==> config.mk <==
export PLATFORM = sky130hd
export DESIGN_NAME = lgb_top
export DESIGN_NICKNAME = d
export VERILOG_FILES = /design/src/lgb_pkg.sv /design/src/lgb_fwd_rx.sv /design/src/lgb_bc_tx.sv /design/src/lgb_top.sv
export SDC_FILE = /design/constraint.sdc
export NUM_CORES = 1
export LEC_CHECK = 0
export BUFFER_PORTS_ARGS = -buffer_cell sky130_fd_sc_hd__buf_2
export CORE_MARGIN = 3
export CORE_UTILIZATION = 40
export DETAILED_ROUTE_END_ITERATION = 6
export GPL_TIMING_DRIVEN = 0
export SLEW_MARGIN = 5
export SYNTH_ARGS = -nofsm -noshare
export SYNTH_HDL_FRONTEND = slang
export SYNTH_HIERARCHICAL = 1
export SYNTH_SLANG_ARGS = --single-unit
==> constraint.sdc <==
create_clock -name pclk -period 3.25 [get_ports pclk]
set_clock_uncertainty 0.1 [all_clocks]
set_input_delay 0.1625 -clock pclk [delete_from_list [all_inputs] [get_ports pclk]]
set_output_delay 0.1625 -clock pclk [all_outputs]
set_load 0.02 [all_outputs]
==> src/lgb_pkg.sv <==
// Purpose: Shared constants and types for the link pin bridge
// Assumes: 32-bit APB, one register per aligned word
// Notes: Offsets printed as word indices; bus address is four times the index
//
// Functional notes
// [RULE_01] Seven local pins, each settable to output driven by forward-channel data.
// [RULE_02] Each receive port carries at most four forward pin signals.
// [RULE_03] Any forward pin from either port routes to any local pin.
// [RULE_04] Forward update every frame for one pin, two for two, five for three/four.
// [RULE_05] Forward latency stays constant; only jitter grows with linked pins.
// [RULE_06] Source should oversample forward-linked pins at least four times.
// [RULE_07] Ports in parallel-video mode are not forward pin sources.
// [RULE_08] Frame sync or internal control signals may drive any local pin.
// [RULE_09] All pins come up as inputs after start-up.
// [RULE_10] Four back-channel slots per port, any of seven pins per slot.
// [RULE_11] One pin may feed several back-channel slots.
// [RULE_12] Slots sampled once per 30-bit back-channel frame and sent in it.
// [RULE_13] Back channel runs at 50 Mbps (20 ns) or 2.5 Mbps (400 ns) per bit.
// [RULE_14] Back-channel pin inputs should switch below a quarter of sampling rate.
// [RULE_15] Internal or external frame sync assignable to any back-channel slot.
// [RULE_16] Per-pin input and pulldown disable; both enabled after reset.
// [RULE_17] Input and pulldown registers hold one bit per pin at its index.
// [RULE_18] Select 000 drives register level; 001-011 drive OR/AND of lock and pass.
package lgb_pkg;
	localparam int NUM_PINS = 7;
	localparam int NUM_PORTS = 2;
	localparam int FWD_PER_PORT = 4;
	localparam int BC_SLOTS = 4;
	localparam int BC_FRAME_BITS = 30;
	localparam int CLK_PERIOD_NS = 100;
	localparam int BC_BIT_FAST_NS = 20;
	localparam int BC_BIT_SLOW_NS = 400;
	// Frame periods in pclk cycles, converted from ns and rounded down, not clamped
	localparam int BC_FRAME_FAST_CYC = (BC_FRAME_BITS * BC_BIT_FAST_NS) / CLK_PERIOD_NS;
	localparam int BC_FRAME_SLOW_CYC = (BC_FRAME_BITS * BC_BIT_SLOW_NS) / CLK_PERIOD_NS;

	// Register indices; byte address is four times the index
	localparam logic [7:0] IDX_PIN_INPUT_ENABLE = 8'h0f;
	localparam logic [7:0] IDX_BC_MAP_A = 8'h6e;
	localparam logic [7:0] IDX_BC_MAP_B = 8'h6f;
	localparam logic [7:0] IDX_PIN_PULLDOWN = 8'hbe;
	localparam logic [7:0] IDX_PIN_OUT_CFG0 = 8'hc0;
	localparam logic [7:0] IDX_FWD_CFG = 8'hc8;
	localparam logic [7:0] IDX_BC_CFG = 8'hc9;
	localparam logic [7:0] IDX_PIN_STATUS = 8'hca;

	localparam logic [7:0] RST_INPUT_ENABLE = 8'h7f;
	localparam logic [7:0] RST_PULLDOWN = 8'h00;
	localparam logic [7:0] RST_PIN_OUT_CFG = 8'h00;
	localparam logic [7:0] RST_BC_MAP = 8'h00;
	localparam logic [7:0] RST_FWD_CFG = 8'h00;
	localparam logic [7:0] RST_BC_CFG = 8'h00;

	// Pin output config fields
	localparam int POC_EN_BIT = 0;
	localparam int POC_LEVEL_BIT = 1;
	localparam int POC_SEL_LSB = 2;
	localparam int POC_SRC_LSB = 5;

	// Source groups of a pin output
	localparam logic [2:0] SRC_PORT0 = 3'h0;
	localparam logic [2:0] SRC_PORT1 = 3'h1;
	localparam logic [2:0] SRC_DEVICE = 3'h4;

	// Device-status selects
	localparam logic [2:0] DEV_LEVEL = 3'h0;
	localparam logic [2:0] DEV_OR_LOCK = 3'h1;
	localparam logic [2:0] DEV_AND_LOCK = 3'h2;
	localparam logic [2:0] DEV_AND_PASS = 3'h3;
	localparam logic [2:0] DEV_FSYNC = 3'h4;
	localparam logic [2:0] DEV_IRQ_HI = 3'h5;
	localparam logic [2:0] DEV_IRQ_LO = 3'h6;

	// Back-channel slot source codes; 0..6 are pins
	localparam logic [2:0] SLOT_FSYNC_INT = 3'h7;

	typedef struct packed {
		logic [NUM_PORTS-1:0] lock;
		logic [NUM_PORTS-1:0] pass;
		logic [NUM_PORTS-1:0] port_en;
		logic [NUM_PORTS-1:0] video_mode;
	} lgb_port_status_t;

	typedef struct packed {
		logic [FWD_PER_PORT-1:0] bits;
		logic strobe;
	} lgb_fwd_frame_t;

	typedef struct packed {
		logic [BC_SLOTS-1:0] bits;
		logic strobe;
	} lgb_bc_frame_t;
endpackage

==> src/lgb_fwd_rx.sv <==
// Purpose: Per-port forward pin value holder
// Assumes: Frame strobe is one pclk pulse per forward frame
// Notes: Cadence decides which frame refreshes the held values
`timescale 1ns/1ps
`default_nettype none
module lgb_fwd_rx #(
	parameter int NBITS = lgb_pkg::FWD_PER_PORT
) (
	input wire logic pclk,
	input wire logic presetn,
	input wire lgb_pkg::lgb_fwd_frame_t frame,
	input wire logic [NBITS-1:0] link_en,
	input wire logic video_mode,
	output logic [NBITS-1:0] values
);
	logic [NBITS-1:0] values_reg;
	logic [2:0] frame_cnt_reg;
	logic [2:0] period;
	logic [2:0] ones;

	always_comb begin
		ones = 3'h0;
		for (int i = 0; i < NBITS; i++) begin
			ones = ones + {2'b00, link_en[i]};
		end
		case (ones)
			3'h0, 3'h1: period = 3'h1;
			3'h2: period = 3'h2;
			default: period = 3'h5; // RULE_04
		endcase
	end

	always_ff @(posedge pclk or negedge presetn) begin
		if (!presetn) begin
			frame_cnt_reg <= 3'h0;
		end else if (frame.strobe) begin
			frame_cnt_reg <= (frame_cnt_reg + 3'h1 >= period) ? 3'h0 : frame_cnt_reg + 3'h1; // RULE_04
		end
	end

	// Values refresh on the closing frame of a group, so latency does not grow
	always_ff @(posedge pclk or negedge presetn) begin
		if (!presetn) begin
			values_reg <= '0;
		end else if (frame.strobe && !video_mode && (frame_cnt_reg + 3'h1 >= period)) begin // RULE_07 RULE_05
			values_reg <= frame.bits & link_en; // RULE_02
		end
	end

	assign values = values_reg;
endmodule
`default_nettype wire

==> src/lgb_bc_tx.sv <==
// Purpose: Back-channel slot sampler for one port
// Assumes: Pins already synchronised to pclk
// Notes: Samples once per 30-bit frame time
`timescale 1ns/1ps
`default_nettype none
module lgb_bc_tx #(
	parameter int FAST_CYC = lgb_pkg::BC_FRAME_FAST_CYC,
	parameter int SLOW_CYC = lgb_pkg::BC_FRAME_SLOW_CYC
) (
	input wire logic pclk,
	input wire logic presetn,
	input wire logic slow_rate,
	input wire logic [lgb_pkg::BC_SLOTS-1:0] slot_src,
	output lgb_pkg::lgb_bc_frame_t frame
);
	logic [11:0] cnt_reg;
	logic [11:0] limit;
	lgb_pkg::lgb_bc_frame_t frame_reg;

	assign limit = slow_rate ? 12'(SLOW_CYC - 1) : 12'(FAST_CYC - 1); // RULE_13

	always_ff @(posedge pclk or negedge presetn) begin
		if (!presetn) begin
			cnt_reg <= 12'h000;
		end else begin
			cnt_reg <= (cnt_reg >= limit) ? 12'h000 : cnt_reg + 12'h001;
		end
	end

	always_ff @(posedge pclk or negedge presetn) begin
		if (!presetn) begin
			frame_reg <= '0;
		end else begin
			frame_reg.strobe <= (cnt_reg >= limit); // RULE_12
			if (cnt_reg >= limit) begin
				frame_reg.bits <= slot_src; // RULE_12
			end
		end
	end

	assign frame = frame_reg;
endmodule
`default_nettype wire

==> src/lgb_top.sv <==
// Purpose: Link pin bridge with APB register file
// Assumes: Single pclk domain, pins synchronised in two stages
// Notes: Pad-level pulldown and input gating are outputs to the pad ring
`timescale 1ns/1ps
`default_nettype none
module lgb_top (
	input wire logic pclk,
	input wire logic presetn,
	input wire logic psel,
	input wire logic penable,
	input wire logic pwrite,
	input wire logic [11:0] paddr,
	input wire logic [31:0] pwdata,
	output logic [31:0] prdata,
	output logic pready,
	output logic pslverr,
	input wire logic [lgb_pkg::NUM_PINS-1:0] pin_in,
	output logic [lgb_pkg::NUM_PINS-1:0] pin_out,
	output logic [lgb_pkg::NUM_PINS-1:0] pin_oe,
	output logic [lgb_pkg::NUM_PINS-1:0] pin_ie,
	output logic [lgb_pkg::NUM_PINS-1:0] pin_pd_en,
	input wire lgb_pkg::lgb_fwd_frame_t fwd_frame0,
	input wire lgb_pkg::lgb_fwd_frame_t fwd_frame1,
	input wire lgb_pkg::lgb_port_status_t port_status,
	input wire logic frame_sync_signal,
	input wire logic ext_frame_sync,
	input wire logic dev_irq,
	output lgb_pkg::lgb_bc_frame_t bc_frame0,
	output lgb_pkg::lgb_bc_frame_t bc_frame1
);
	localparam int NP = lgb_pkg::NUM_PINS;

	logic [7:0] input_enable_reg;
	logic [7:0] pulldown_reg;
	logic [7:0] bc_map_a_reg;
	logic [7:0] bc_map_b_reg;
	logic [7:0] fwd_cfg_reg;
	logic [7:0] bc_cfg_reg;
	logic [7:0] out_cfg_reg [NP];
	logic [NP-1:0] pin_meta_reg;
	logic [NP-1:0] pin_sync_reg;
	logic [1:0] efs_sync_reg;
	logic [31:0] prdata_reg;
	logic pslverr_reg;
	logic [NP-1:0] pin_out_reg;
	logic [NP-1:0] pin_oe_reg;
	logic [lgb_pkg::FWD_PER_PORT-1:0] fwd_val0;
	logic [lgb_pkg::FWD_PER_PORT-1:0] fwd_val1;
	logic [lgb_pkg::BC_SLOTS-1:0] slot_src0;
	logic [lgb_pkg::BC_SLOTS-1:0] slot_src1;
	logic [7:0] idx;
	logic wr_en;
	logic rd_en;
	logic hit;

	// Slot code: 0..6 pin, 7 frame sync. Map byte packs two 4-bit slot selects,
	// bit 3 of each nibble selects the external frame-sync input.
	function automatic logic slot_pick(input logic [3:0] code, input logic [NP-1:0] pins,
		input logic fs_int, input logic fs_ext);
		if (code[2:0] == lgb_pkg::SLOT_FSYNC_INT) begin
			slot_pick = code[3] ? fs_ext : fs_int; // RULE_15
		end else begin
			slot_pick = pins[code[2:0]]; // RULE_10 RULE_11
		end
	endfunction

	function automatic logic and_en(input logic [lgb_pkg::NUM_PORTS-1:0] v,
		input logic [lgb_pkg::NUM_PORTS-1:0] en);
		and_en = (en != '0) && ((v & en) == en);
	endfunction

	assign idx = paddr[9:2];
	assign wr_en = psel && penable && pwrite;
	assign rd_en = psel && penable && !pwrite;
	assign hit = (idx == lgb_pkg::IDX_PIN_INPUT_ENABLE) || (idx == lgb_pkg::IDX_BC_MAP_A) ||
		(idx == lgb_pkg::IDX_BC_MAP_B) || (idx == lgb_pkg::IDX_PIN_PULLDOWN) ||
		(idx == lgb_pkg::IDX_FWD_CFG) || (idx == lgb_pkg::IDX_BC_CFG) ||
		(idx == lgb_pkg::IDX_PIN_STATUS) ||
		((idx >= lgb_pkg::IDX_PIN_OUT_CFG0) && (idx < lgb_pkg::IDX_PIN_OUT_CFG0 + 8'(NP)));

	// Zero-wait slave; address bits above the map must be zero
	assign pready = 1'b1;
	assign prdata = prdata_reg;
	assign pslverr = pslverr_reg;

	always_ff @(posedge pclk or negedge presetn) begin
		if (!presetn) begin
			pin_meta_reg <= '0;
			pin_sync_reg <= '0;
			efs_sync_reg <= 2'b00;
		end else begin
			pin_meta_reg <= pin_in;
			pin_sync_reg <= pin_meta_reg;
			efs_sync_reg <= {efs_sync_reg[0], ext_frame_sync};
		end
	end

	always_ff @(posedge pclk or negedge presetn) begin
		if (!presetn) begin
			input_enable_reg <= lgb_pkg::RST_INPUT_ENABLE; // RULE_16
			pulldown_reg <= lgb_pkg::RST_PULLDOWN; // RULE_16
			bc_map_a_reg <= lgb_pkg::RST_BC_MAP;
			bc_map_b_reg <= lgb_pkg::RST_BC_MAP;
			fwd_cfg_reg <= lgb_pkg::RST_FWD_CFG;
			bc_cfg_reg <= lgb_pkg::RST_BC_CFG;
		end else if (wr_en && paddr[11:10] == 2'b00) begin
			case (idx)
				lgb_pkg::IDX_PIN_INPUT_ENABLE: input_enable_reg <= {1'b0, pwdata[NP-1:0]}; // RULE_17
				lgb_pkg::IDX_PIN_PULLDOWN: pulldown_reg <= {1'b0, pwdata[NP-1:0]}; // RULE_17
				lgb_pkg::IDX_BC_MAP_A: bc_map_a_reg <= pwdata[7:0];
				lgb_pkg::IDX_BC_MAP_B: bc_map_b_reg <= pwdata[7:0];
				lgb_pkg::IDX_FWD_CFG: fwd_cfg_reg <= pwdata[7:0];
				lgb_pkg::IDX_BC_CFG: bc_cfg_reg <= {7'h00, pwdata[0]};
				default: ;
			endcase
		end
	end

	always_ff @(posedge pclk or negedge presetn) begin
		if (!presetn) begin
			for (int i = 0; i < NP; i++) begin
				out_cfg_reg[i] <= lgb_pkg::RST_PIN_OUT_CFG; // RULE_09
			end
		end else if (wr_en && paddr[11:10] == 2'b00) begin
			for (int i = 0; i < NP; i++) begin
				if (idx == lgb_pkg::IDX_PIN_OUT_CFG0 + 8'(i)) begin
					out_cfg_reg[i] <= pwdata[7:0];
				end
			end
		end
	end

	always_ff @(posedge pclk or negedge presetn) begin
		if (!presetn) begin
			prdata_reg <= 32'h0000_0000;
			pslverr_reg <= 1'b0;
		end else begin
			pslverr_reg <= psel && !penable && !(hit && paddr[11:10] == 2'b00);
			prdata_reg <= 32'h0000_0000;
			if (psel && !penable && !pwrite) begin
				case (idx)
					lgb_pkg::IDX_PIN_INPUT_ENABLE: prdata_reg <= {24'h0, input_enable_reg};
					lgb_pkg::IDX_PIN_PULLDOWN: prdata_reg <= {24'h0, pulldown_reg};
					lgb_pkg::IDX_BC_MAP_A: prdata_reg <= {24'h0, bc_map_a_reg};
					lgb_pkg::IDX_BC_MAP_B: prdata_reg <= {24'h0, bc_map_b_reg};
					lgb_pkg::IDX_FWD_CFG: prdata_reg <= {24'h0, fwd_cfg_reg};
					lgb_pkg::IDX_BC_CFG: prdata_reg <= {24'h0, bc_cfg_reg};
					lgb_pkg::IDX_PIN_STATUS: prdata_reg <= {17'h0, pin_oe_reg, 1'b0, pin_sync_reg & input_enable_reg[NP-1:0]};
					default: begin
						for (int i = 0; i < NP; i++) begin
							if (idx == lgb_pkg::IDX_PIN_OUT_CFG0 + 8'(i)) begin
								prdata_reg <= {24'h0, out_cfg_reg[i]};
							end
						end
					end
				endcase
			end
		end
	end

	lgb_fwd_rx u_fwd0 (
		.pclk(pclk),
		.presetn(presetn),
		.frame(fwd_frame0),
		.link_en(fwd_cfg_reg[3:0]),
		.video_mode(port_status.video_mode[0]),
		.values(fwd_val0)
	);

	lgb_fwd_rx u_fwd1 (
		.pclk(pclk),
		.presetn(presetn),
		.frame(fwd_frame1),
		.link_en(fwd_cfg_reg[7:4]),
		.video_mode(port_status.video_mode[1]),
		.values(fwd_val1)
	);

	// Disabled inputs read as zero so slots never see a floating pad
	always_comb begin
		for (int s = 0; s < lgb_pkg::BC_SLOTS; s++) begin
			slot_src0[s] = slot_pick(s[1] ? bc_map_b_reg[4*(s%2) +: 4] : bc_map_a_reg[4*(s%2) +: 4],
				pin_sync_reg & input_enable_reg[NP-1:0], frame_sync_signal, efs_sync_reg[1]);
		end
		// Port 1 reuses the same map; a per-port page would select its own copy
		slot_src1 = slot_src0;
	end

	lgb_bc_tx u_bc0 (
		.pclk(pclk),
		.presetn(presetn),
		.slow_rate(bc_cfg_reg[0]),
		.slot_src(slot_src0),
		.frame(bc_frame0)
	);

	lgb_bc_tx u_bc1 (
		.pclk(pclk),
		.presetn(presetn),
		.slow_rate(bc_cfg_reg[0]),
		.slot_src(slot_src1),
		.frame(bc_frame1)
	);

	always_ff @(posedge pclk or negedge presetn) begin
		if (!presetn) begin
			pin_out_reg <= '0;
			pin_oe_reg <= '0; // RULE_09
		end else begin
			for (int i = 0; i < NP; i++) begin
				pin_oe_reg[i] <= out_cfg_reg[i][lgb_pkg::POC_EN_BIT]; // RULE_01
				case (out_cfg_reg[i][lgb_pkg::POC_SRC_LSB +: 3])
					lgb_pkg::SRC_PORT0: pin_out_reg[i] <= out_cfg_reg[i][lgb_pkg::POC_SEL_LSB+2] ? 1'b0 :
						fwd_val0[out_cfg_reg[i][lgb_pkg::POC_SEL_LSB +: 2]]; // RULE_03
					lgb_pkg::SRC_PORT1: pin_out_reg[i] <= out_cfg_reg[i][lgb_pkg::POC_SEL_LSB+2] ? 1'b0 :
						fwd_val1[out_cfg_reg[i][lgb_pkg::POC_SEL_LSB +: 2]]; // RULE_03
					lgb_pkg::SRC_DEVICE: begin
						case (out_cfg_reg[i][lgb_pkg::POC_SEL_LSB +: 3])
							lgb_pkg::DEV_LEVEL: pin_out_reg[i] <= out_cfg_reg[i][lgb_pkg::POC_LEVEL_BIT]; // RULE_18
							lgb_pkg::DEV_OR_LOCK: pin_out_reg[i] <= |(port_status.lock & port_status.port_en); // RULE_18
							lgb_pkg::DEV_AND_LOCK: pin_out_reg[i] <= and_en(port_status.lock, port_status.port_en); // RULE_18
							lgb_pkg::DEV_AND_PASS: pin_out_reg[i] <= and_en(port_status.pass, port_status.port_en); // RULE_18
							lgb_pkg::DEV_FSYNC: pin_out_reg[i] <= frame_sync_signal; // RULE_08
							lgb_pkg::DEV_IRQ_HI: pin_out_reg[i] <= dev_irq; // RULE_08
							lgb_pkg::DEV_IRQ_LO: pin_out_reg[i] <= !dev_irq; // RULE_08
							default: pin_out_reg[i] <= 1'b0;
						endcase
					end
					default: pin_out_reg[i] <= 1'b0;
				endcase
			end
		end
	end

	assign pin_out = pin_out_reg;
	assign pin_oe = pin_oe_reg;
	assign pin_ie = input_enable_reg[NP-1:0]; // RULE_16
	assign pin_pd_en = ~pulldown_reg[NP-1:0]; // RULE_16
endmodule
`default_nettype wire

==> flow_metrics.env, run 1 <==
export IMPL_design_die_area_sq_um=26900
export IMPL_via_per_inst=5.42
export IMPL_first_global_vias=7316
export IMPL_hp_start="pwdata[7]"
export IMPL_layout_nets=1127
export IMPL_worstMarginPinSlew_ns=1.32
export IMPL_initial_core_util_pct=40.9
export IMPL_cp_end_kind="flop"
export IMPL_synth_top_area_share_pct=45.7
export IMPL_pin_count=149
export IMPL_startpoint_type="flop"
export IMPL_syn_avg_cell_area_sq_um=11.7
export IMPL_slew_headroom_pct=11.3
export IMPL_placed_area_sq_um=11000
export IMPL_min_path_type="input port to flop"
export IMPL_htree_levels=4
export IMPL_r2r_start="fwd_cfg_reg[4]"
export IMPL_synthTopCellsByArea="dfrtp_1 (46%), mux2_2 (11%), mux4_2 (5.4%)"
export IMPL_crit_arrival_ns=3.14
export IMPL_timing_final_crit_share_pct=88.6
export IMPL_post_cts_buffers=0
export IMPL_die_width_um=164
export IMPL_grt_max_degree=67
export IMPL_vdd_ir_drop_max_mv=0.320
export IMPL_cts_made_buffers=17
export IMPL_setup_tns_final_ns=0
export IMPL_ant_nets=0
export IMPL_grt_usage_pct=21.1
export IMPL_first_iter_violations=715
export IMPL_cts_hold_buf=31
export IMPL_clk_pin_slew_ns=0.07
export IMPL_r2r_cells=11
export IMPL_worstPathMaxFanout=5
export IMPL_async_reset_ff_share_pct=100
export IMPL_wirelength_um=27500
export IMPL_min_period_ns=2.88
export IMPL_yosysWarningCount=6
export IMPL_syn_to_final_growth_pct=20.1
export IMPL_multi_input_area_sq_um=4830
export IMPL_maxSlewViolCount=0
export IMPL_route_detailed_drc=0
export IMPL_yosys_register_bits=189
export IMPL_cap_violations=0
export IMPL_area_sequential_sq_um=4740
export IMPL_p_per_area_nw_per_um2=431
export IMPL_leakagePower_nw=5.50
export IMPL_n_antenna_cell=0
export IMPL_rsz0062_at_grt="no"
export IMPL_clk_latency_ns=0.44
export IMPL_globalplace_congestion=0.927
export IMPL_synth_seq_area_share_pct=47.5
export IMPL_first_pass_iters=5
export IMPL_num_fill_cells=2261
export IMPL_grt_pass1_wl_um=43000
export IMPL_syn_area_sq_um=9970
export IMPL_whs_ns=0.0917
export IMPL_cts_sinks=189
export IMPL_yosysUniqueCellTypes=80
export IMPL_clock_path_buffers=2
export IMPL_die_y_um=164
export IMPL_crit_required_ns=3.51
export IMPL_yosys_most_used_dff="dfrtp_1"
export IMPL_num_vias=7394
export IMPL_wl_per_cell_um=20.2
export IMPL_drive_above_1_share_pct=31.2
export IMPL_final_util_pct=49.1
export IMPL_hold_viol=0
export IMPL_largest_reg_flops=56
export IMPL_clock_fmax_mhz=347
export IMPL_r2r_end="u_fwd1/values[1]"
export IMPL_synth_edff_count=0
export IMPL_rows=57
export IMPL_synthCells=850
export IMPL_whs_path_depth=2
export IMPL_cts_resized=0
export IMPL_path_class="flop to flop"
export IMPL_worst_r2r_setup_slack_ns=0.37
export IMPL_io_buffers=102
export IMPL_grt_overflow_total=0
export IMPL_setup_viol=0
export IMPL_antenna_found_initial=1
export IMPL_min_to="out_cfg_reg[55]"
export IMPL_place_hpwl_um=19700
export IMPL_yosysTopAreaCell="dfrtp_1"
export IMPL_core_area_sq_um=24400
export IMPL_finish_instance_area_sq_um=12000
export IMPL_status="finished clean"
export IMPL_cts_tree="built"
export IMPL_root_buffer="clkbuf_16"
## logic make-up (layout without fill, tap and decap cells)
kind of cell	Yosys count	after routing	share of synthesized area, %
DFF	189	189	47.5
adders and majority gates	24	24	3.16
muxes	164	164	20.9
xor gates and xnor gates	12	12	1.05
other	4	26	0.151
buffers and inverters	107	274	4.95
and+or+nand+nor	196	196	11.2
AOI/OAI and AO/OA	154	154	11.0
## stage by stage
stage               total power [mW]  worst slack (ns)  instances
finish                          5.16             0.371       1363
floorplan                       2.74             0.711        872
CTS                             5.22             0.376       1363
global placement                2.90             -1.29       1298
detailed placement              2.92             0.314       1300
global route                    5.36             0.246       1363
## synth_stat cells (7+ instances only)
cell / instances
nor2_1: 50
ha_1: 22
dfrtp_1: 182
o21ai_0: 23
and2_1: 9
dfstp_2: 7
mux2i_1: 37
a211o_1: 7
clkbuf_1: 29
mux4_2: 24
nand2_1: 43
nand3_1: 19
mux2_2: 97
nor2b_1: 10
buf_4: 18
a21oi_1: 36
inv_1: 45
a31oi_1: 10
a21o_1: 8
nor4_1: 7
## power by group
group | switching [mW] | internal (mW)
combinational | 0.293 | 0.197
sequential | 0.0291 | 2.39
clock | 0.958 | 1.30
total | 1.28 | 3.88
## worst max-delay path, stage by stage (launching register included)
cell and delay (ns):
dfrtp_1 0.48, inv_1 0.10, fa_1 0.55, inv_1 0.04, ha_1 0.17, ha_1 0.30, a21oi_1 0.16, ha_1 0.28
a21oi_2 0.18, o21ai_4 0.11, nand3b_4 0.13, mux2i_1 0.19
## placed cells by master, fill, tap and decap left out, types with 23 or more instances in the layout
cell           count
a21oi_1           36
buf_2            107
clkbuf_1          32
conb_1            26
dfrtp_1          182
dlygate4sd3_1     31
inv_1             45
mux2_2            97
mux2i_1           37
mux4_2            24
nand2_1           43
nor2_1            50
o21ai_0           23
## worst max path at each step
| stage | startpoint | end | slack (ns) |
|---|---|---|---|
| after floorplan | fwd_cfg_reg[4] | u_fwd1/values[0] | 0.71 |
| after global placement | presetn | out_cfg_reg[28] | -1.29 |
| after detailed placement | paddr[2] | prdata[5] | 0.31 |
| after CTS | fwd_cfg_reg[4] | u_fwd1/values[1] | 0.38 |
| after global routing | fwd_cfg_reg[4] | u_fwd1/values[1] | 0.25 |
| final | fwd_cfg_reg[4] | u_fwd1/values[1] | 0.37 |
## per-layer routing
metal | GRT usage, % | up-vias | wire length (um)
li1 | - | 3401 | -
met1 | 29.6 | 3668 | 12200
met2 | 33.4 | 290 | 12900
met3 | 4.19 | 33 | 1950
met4 | 6.34 | 2 | 508
met5 | 0 | - | 13
## layout make-up
class	instances	area share (%)
clock inverter	12	1.54
clock buffer	20	3.65
timing repair buffer	135	7.40
sequential	189	39.6
multi-input combinational	576	40.3
tap	324	3.39
buffer	62	2.71
inverter	45	1.41
(Power assumes the default switching activity.)
==> run 2: changes to the inputs <==
--- a/config.mk
+++ b/config.mk
@@ -10,6 +10,7 @@
 export CORE_UTILIZATION = 40
 export DETAILED_ROUTE_END_ITERATION = 6
 export GPL_TIMING_DRIVEN = 0
+export PLACE_DENSITY_LB_ADDON = 0.12
 export SLEW_MARGIN = 5
 export SYNTH_ARGS = -nofsm -noshare
 export SYNTH_HDL_FRONTEND = slang
==> flow_metrics.env, run 2 (synthesis results as in run 1) <==
export IMPL_wl_per_cell_um=20.6
export IMPL_post_cts_buffers=0
export IMPL_cts_tree="built"
export IMPL_place_ws_ns=0.323
export IMPL_status="finished clean"
export IMPL_hold_viol=0
export IMPL_crit_arrival_ns=3.11
export IMPL_drive_above_1_share_pct=31.4
export IMPL_cts_resized=0
export IMPL_die_y_um=164
export IMPL_timing_final_crit_share_pct=87.4
export IMPL_wl_met2_um=12600
export IMPL_grt_pass1_wl_um=43900
export IMPL_worstPathMaxFanout=5
export IMPL_io_buffers=102
export IMPL_slew_headroom_pct=16.1
export IMPL_mostFrequentLayoutCells="dfrtp_1 (182), buf_2 (107), mux2_2 (97), nor2_1 (50), inv_1 (45)"
export IMPL_maxSlewViolCount=0
export IMPL_clock_path_buffers=2
export IMPL_pin_count=149
export IMPL_cts_sinks=189
export IMPL_multi_input_area_sq_um=4830
export IMPL_p_per_area_nw_per_um2=421
export IMPL_grt_overflow_total=0
export IMPL_first_pass_iters=5
export IMPL_die_width_um=164
export IMPL_worstMarginPinSlew_ns=1.25
export IMPL_grt_max_degree=107
export IMPL_path_class="flop to flop"
export IMPL_via_per_inst=5.43
export IMPL_rows=57
export IMPL_htree_levels=4
export IMPL_initial_core_util_pct=40.9
export IMPL_ant_nets=0
export IMPL_num_vias=7396
export IMPL_cap_violations=0
export IMPL_route_detailed_drc=0
export IMPL_min_period_ns=2.84
export IMPL_place_hpwl_um=19900
export IMPL_first_iter_violations=652
export IMPL_top_layer="met4"
export IMPL_crit_required_ns=3.52
export IMPL_largest_reg_flops=56
export IMPL_route_met3_wl_um=1800
export IMPL_clock_fmax_mhz=352
export IMPL_wirelength_um=28100
export IMPL_min_path_type="input port to flop"
export IMPL_cts_made_buffers=17
export IMPL_setup_viol=0
export IMPL_root_buffer="clkbuf_16"
export IMPL_core_area_sq_um=24400
export IMPL_clk_latency_ns=0.44
export IMPL_design_die_area_sq_um=26900
export IMPL_startpoint_type="flop"
export IMPL_cp_end_kind="flop"
export IMPL_rsz0062_at_grt="no"
export IMPL_area_sequential_sq_um=4740
export IMPL_n_antenna_cell=0
export IMPL_whs_ns=0.0909
export IMPL_clk_pin_slew_ns=0.07
export IMPL_syn_to_final_growth_pct=19.4
export IMPL_first_global_vias=7405
export IMPL_layout_nets=1126
export IMPL_antenna_found_initial=0
export IMPL_num_fill_cells=2277
export IMPL_grt_usage_pct=21.6
export IMPL_globalplace_congestion=0.915
export IMPL_leakagePower_nw=5.48
export IMPL_drt_met1_wl_um=13100
export IMPL_layout_commonest_cell="dfrtp_1"
export IMPL_setup_ws_ns=0.411
export IMPL_vdd_ir_drop_max_mv=0.283
## run 2: path summary, 6_finish.rpt
kind | start | endpoint | slack [ns] | depth (start not counted)
min in group asynchronous | presetn | prdata[12] | 0.19 | 2
hold reg to reg | pin_meta_reg[3] | pin_sync_reg[3] | 0.25 | 0
setup / recovery | fwd_cfg_reg[4] | u_fwd1/values[2] | 0.41 | 11
max in group asynchronous | presetn | out_cfg_reg[46] | 1.91 | 3
setup reg to reg | fwd_cfg_reg[4] | u_fwd1/values[2] | 0.41 | 11
hold / removal | pwdata[7] | out_cfg_reg[55] | 0.09 | 2
## run 2: timing repair
action / in CTS / in global routing
hold buffers: 31 / 0
hold endpoints to repair: 114 / 0
endpoints found under the setup margin: 0 / 0
## run 2: layer usage
metal	vias to the layer above	GRT usage [%]
li1	3396	-
met1	3678	30.9
met2	273	32.9
met3	49	4.82
met4	0	6.69
met5	-	0
## run 2: cell type report
cell class	instances	area share, %
plain buffers	62	2.72
clock buffers	19	3.80
clock inverters	13	1.10
inverters	45	1.42
multi-input cells	576	40.5
flip-flops and latches	189	39.8
well taps	324	3.41
repair buffers	134	7.21
## run 2: stage by stage
| stage | total power [mW] | util (%) | TNS (ns) | std cells | cell area, sq um |
|---|---|---|---|---|---|
| after floorplan | 2.74 | - | 0 | 872 | 10100 |
| after global placement | 2.91 | 45.0 | -240.22 | 1298 | 11000 |
| after detailed placement | 2.92 | 45.1 | 0 | 1299 | 11000 |
| after CTS | 5.07 | 48.8 | 0 | 1362 | 11900 |
| after global routing | 5.21 | 48.8 | 0 | 1362 | 11900 |
| final | 5.02 | 48.8 | 0 | 1362 | 11900 |
## run 2: power by group
group	switching, mW	leakage, nW	internal (mW)
Sequential	0.0289	2.54	2.39
Clock	0.991	0.282	1.12
Combinational	0.299	2.65	0.193
## run 2: critical path, cell delays in order (launching register included)
cell and delay [ns]:
dfrtp_1 0.49, inv_1 0.11, fa_1 0.53, inv_1 0.05
ha_1 0.17, ha_1 0.30, a21oi_1 0.14, ha_1 0.27
a21oi_2 0.18, o21ai_4 0.12, nand3b_4 0.13, mux2i_1 0.18
==> run 3: changes to the inputs <==
--- a/config.mk
+++ b/config.mk
@@ -5,10 +5,10 @@
 export SDC_FILE = /design/constraint.sdc
 export NUM_CORES = 1
 export LEC_CHECK = 0
-export BUFFER_PORTS_ARGS = -buffer_cell sky130_fd_sc_hd__buf_2
 export CORE_MARGIN = 3
 export CORE_UTILIZATION = 40
 export DETAILED_ROUTE_END_ITERATION = 6
+export DONT_BUFFER_PORTS = 1
 export GPL_TIMING_DRIVEN = 0
 export PLACE_DENSITY_LB_ADDON = 0.12
 export SLEW_MARGIN = 5
==> flow_metrics.env, run 3 (synthesis results as in run 1) <==
export IMPL_status="finished, violations left"
export IMPL_violations="negative hold slack"
export IMPL_min_path_type="input port to asynchronous set/reset pin"
export IMPL_die_width_um=164
export IMPL_finish_instance_area_sq_um=11500
export IMPL_rows=57
export IMPL_pin_count=149
export IMPL_cp_cell_sequence="inv_1, fa_1, inv_1, ha_1, ha_1, a21oi_1, ha_1, a21oi_2, o21ai_4, nand3b_4, mux2i_1"
export IMPL_slowest_delay_ns=0.54
export IMPL_startpoint_type="flop"
export IMPL_largest_reg_flops=56
export IMPL_place_hpwl_um=19500
export IMPL_hold_viol=189
export IMPL_rsz0062_at_grt="no"
export IMPL_drive_above_1_share_pct=23.8
export IMPL_worst_r2r_setup_slack_ns=0.41
export IMPL_cts_hold_buf=33
export IMPL_cp_common_cell="ha_1"
export IMPL_crit_required_ns=3.51
export IMPL_setup_viol=0
export IMPL_drt_met1_wl_um=12800
export IMPL_clock_path_buffers=2
export IMPL_whs_ns=-0.680
export IMPL_grt_overflow_total=0
export IMPL_post_cts_buffers=0
export IMPL_initial_core_util_pct=40.9
export IMPL_grt_usage_pct=21.3
export IMPL_route_detailed_drc=0
export IMPL_crit_arrival_ns=3.10
export IMPL_antenna_found_initial=1
export IMPL_first_iter_violations=599
export IMPL_setup_tns_final_ns=0
export IMPL_ant_nets=0
export IMPL_cap_violations=0
export IMPL_root_buffer="clkbuf_16"
export IMPL_r2r_start="fwd_cfg_reg[4]"
export IMPL_layout_nets=1025
export IMPL_cts_resized=0
export IMPL_wl_met2_um=12500
export IMPL_core_area_sq_um=24400
export IMPL_vdd_ir_drop_max_mv=0.359
export IMPL_clock_fmax_mhz=352
export IMPL_grt_max_degree=190
export IMPL_grt_pass1_wl_um=43000
export IMPL_p_per_area_nw_per_um2=448
export IMPL_wl_per_cell_um=22.0
export IMPL_htree_levels=4
export IMPL_cts_tree="built"
export IMPL_globalplace_congestion=0.920
export IMPL_path_buf_inv=2
export IMPL_wirelength_um=27800
export IMPL_cts_sinks=189
export IMPL_layout_commonest_cell="dfrtp_1"
export IMPL_io_buffers=0
export IMPL_slew_headroom_pct=32.6
export IMPL_cts_made_buffers=17
export IMPL_clk_latency_ns=0.44
export IMPL_maxSlewViolCount=0
export IMPL_min_period_ns=2.84
export IMPL_cp_end_kind="flop"
export IMPL_worstMarginPinSlew_ns=1.01
export IMPL_route_met3_wl_um=2050
export IMPL_via_per_inst=5.58
export IMPL_top_layer="met4"
export IMPL_mostFrequentLayoutCells="dfrtp_1 (182), mux2_2 (97), nor2_1 (50), inv_1 (45), nand2_1 (43)"
export IMPL_cpMaxStageDelayCell="fa_1"
export IMPL_path_class="flop to flop"
export IMPL_num_vias=7049
export IMPL_r2r_end="u_fwd1/values[0]"
export IMPL_syn_to_final_growth_pct=14.9
export IMPL_worstPathMaxFanout=5
export IMPL_leakagePower_nw=5.04
export IMPL_r2r_cells=11
export IMPL_clk_pin_slew_ns=0.07
export IMPL_timing_final_crit_share_pct=87.5
export IMPL_first_global_vias=6923
export IMPL_die_y_um=164
export IMPL_design_die_area_sq_um=26900
export IMPL_cp_top_family="adder cells"
export IMPL_first_pass_iters=5
export IMPL_placed_area_sq_um=10500
==> run 3: worst max path at each step <==
stage                   startpoint               end  slack (ns)  cells after the start
floorplan           fwd_cfg_reg[4]  u_fwd1/values[0]        0.71                     11
global placement          paddr[2]         prdata[5]        0.22                      6
detailed placement        paddr[4]   pulldown_reg[1]        0.32                      6
CTS                 fwd_cfg_reg[4]  u_fwd1/values[0]        0.38                     11
global route        fwd_cfg_reg[4]  u_fwd1/values[1]        0.23                     11
finish              fwd_cfg_reg[4]  u_fwd1/values[0]        0.41                     11
==> run 3: final cells by class <==
type / instances / area, sq um
clock inverters: 15 / 225
repair buffers: 33 / 330
plain buffers: 62 / 324
inverters: 45 / 169
multi-input cells: 576 / 4830
fillers: 2228 / 12900
flip-flops and latches: 189 / 4740
clock buffers: 17 / 425
diodes: 2 / 5.00
well taps: 324 / 405
==> run 3: per-layer routing <==
layer / vias to the layer above / GRT usage (%)
li1: 3207 / -
met1: 3535 / 30.9
met5: - / 0
met2: 273 / 31.5
met4: 0 / 5.92
met3: 34 / 5.50
==> run 3: power by group <==
group	internal (mW)	switching, mW	total (mW)
Sequential	2.39	0.0339	2.42
Clock	1.32	1.00	2.32
Combinational	0.168	0.232	0.400
Total	3.87	1.27	5.14
==> run 3: metrics by stage <==
stage	cells	setup WS (ns)	util, %	power, mW
final	1263	0.406	47.0	5.14
after global routing	1262	0.231	47.0	5.34
after CTS	1261	0.376	46.9	5.20
after detailed placement	1196	0.317	42.9	2.82
after global placement	1196	0.225	42.9	2.82
after floorplan	872	0.711	-	2.74
==> run 3: worst reg2reg max path, stage by stage, from the launching register on <==
cell and delay, ns:
dfrtp_1 0.47, inv_1 0.10, fa_1 0.54, inv_1 0.04
ha_1 0.17, ha_1 0.30, a21oi_1 0.14, ha_1 0.27
a21oi_2 0.19, o21ai_4 0.12, nand3b_4 0.13, mux2i_1 0.19
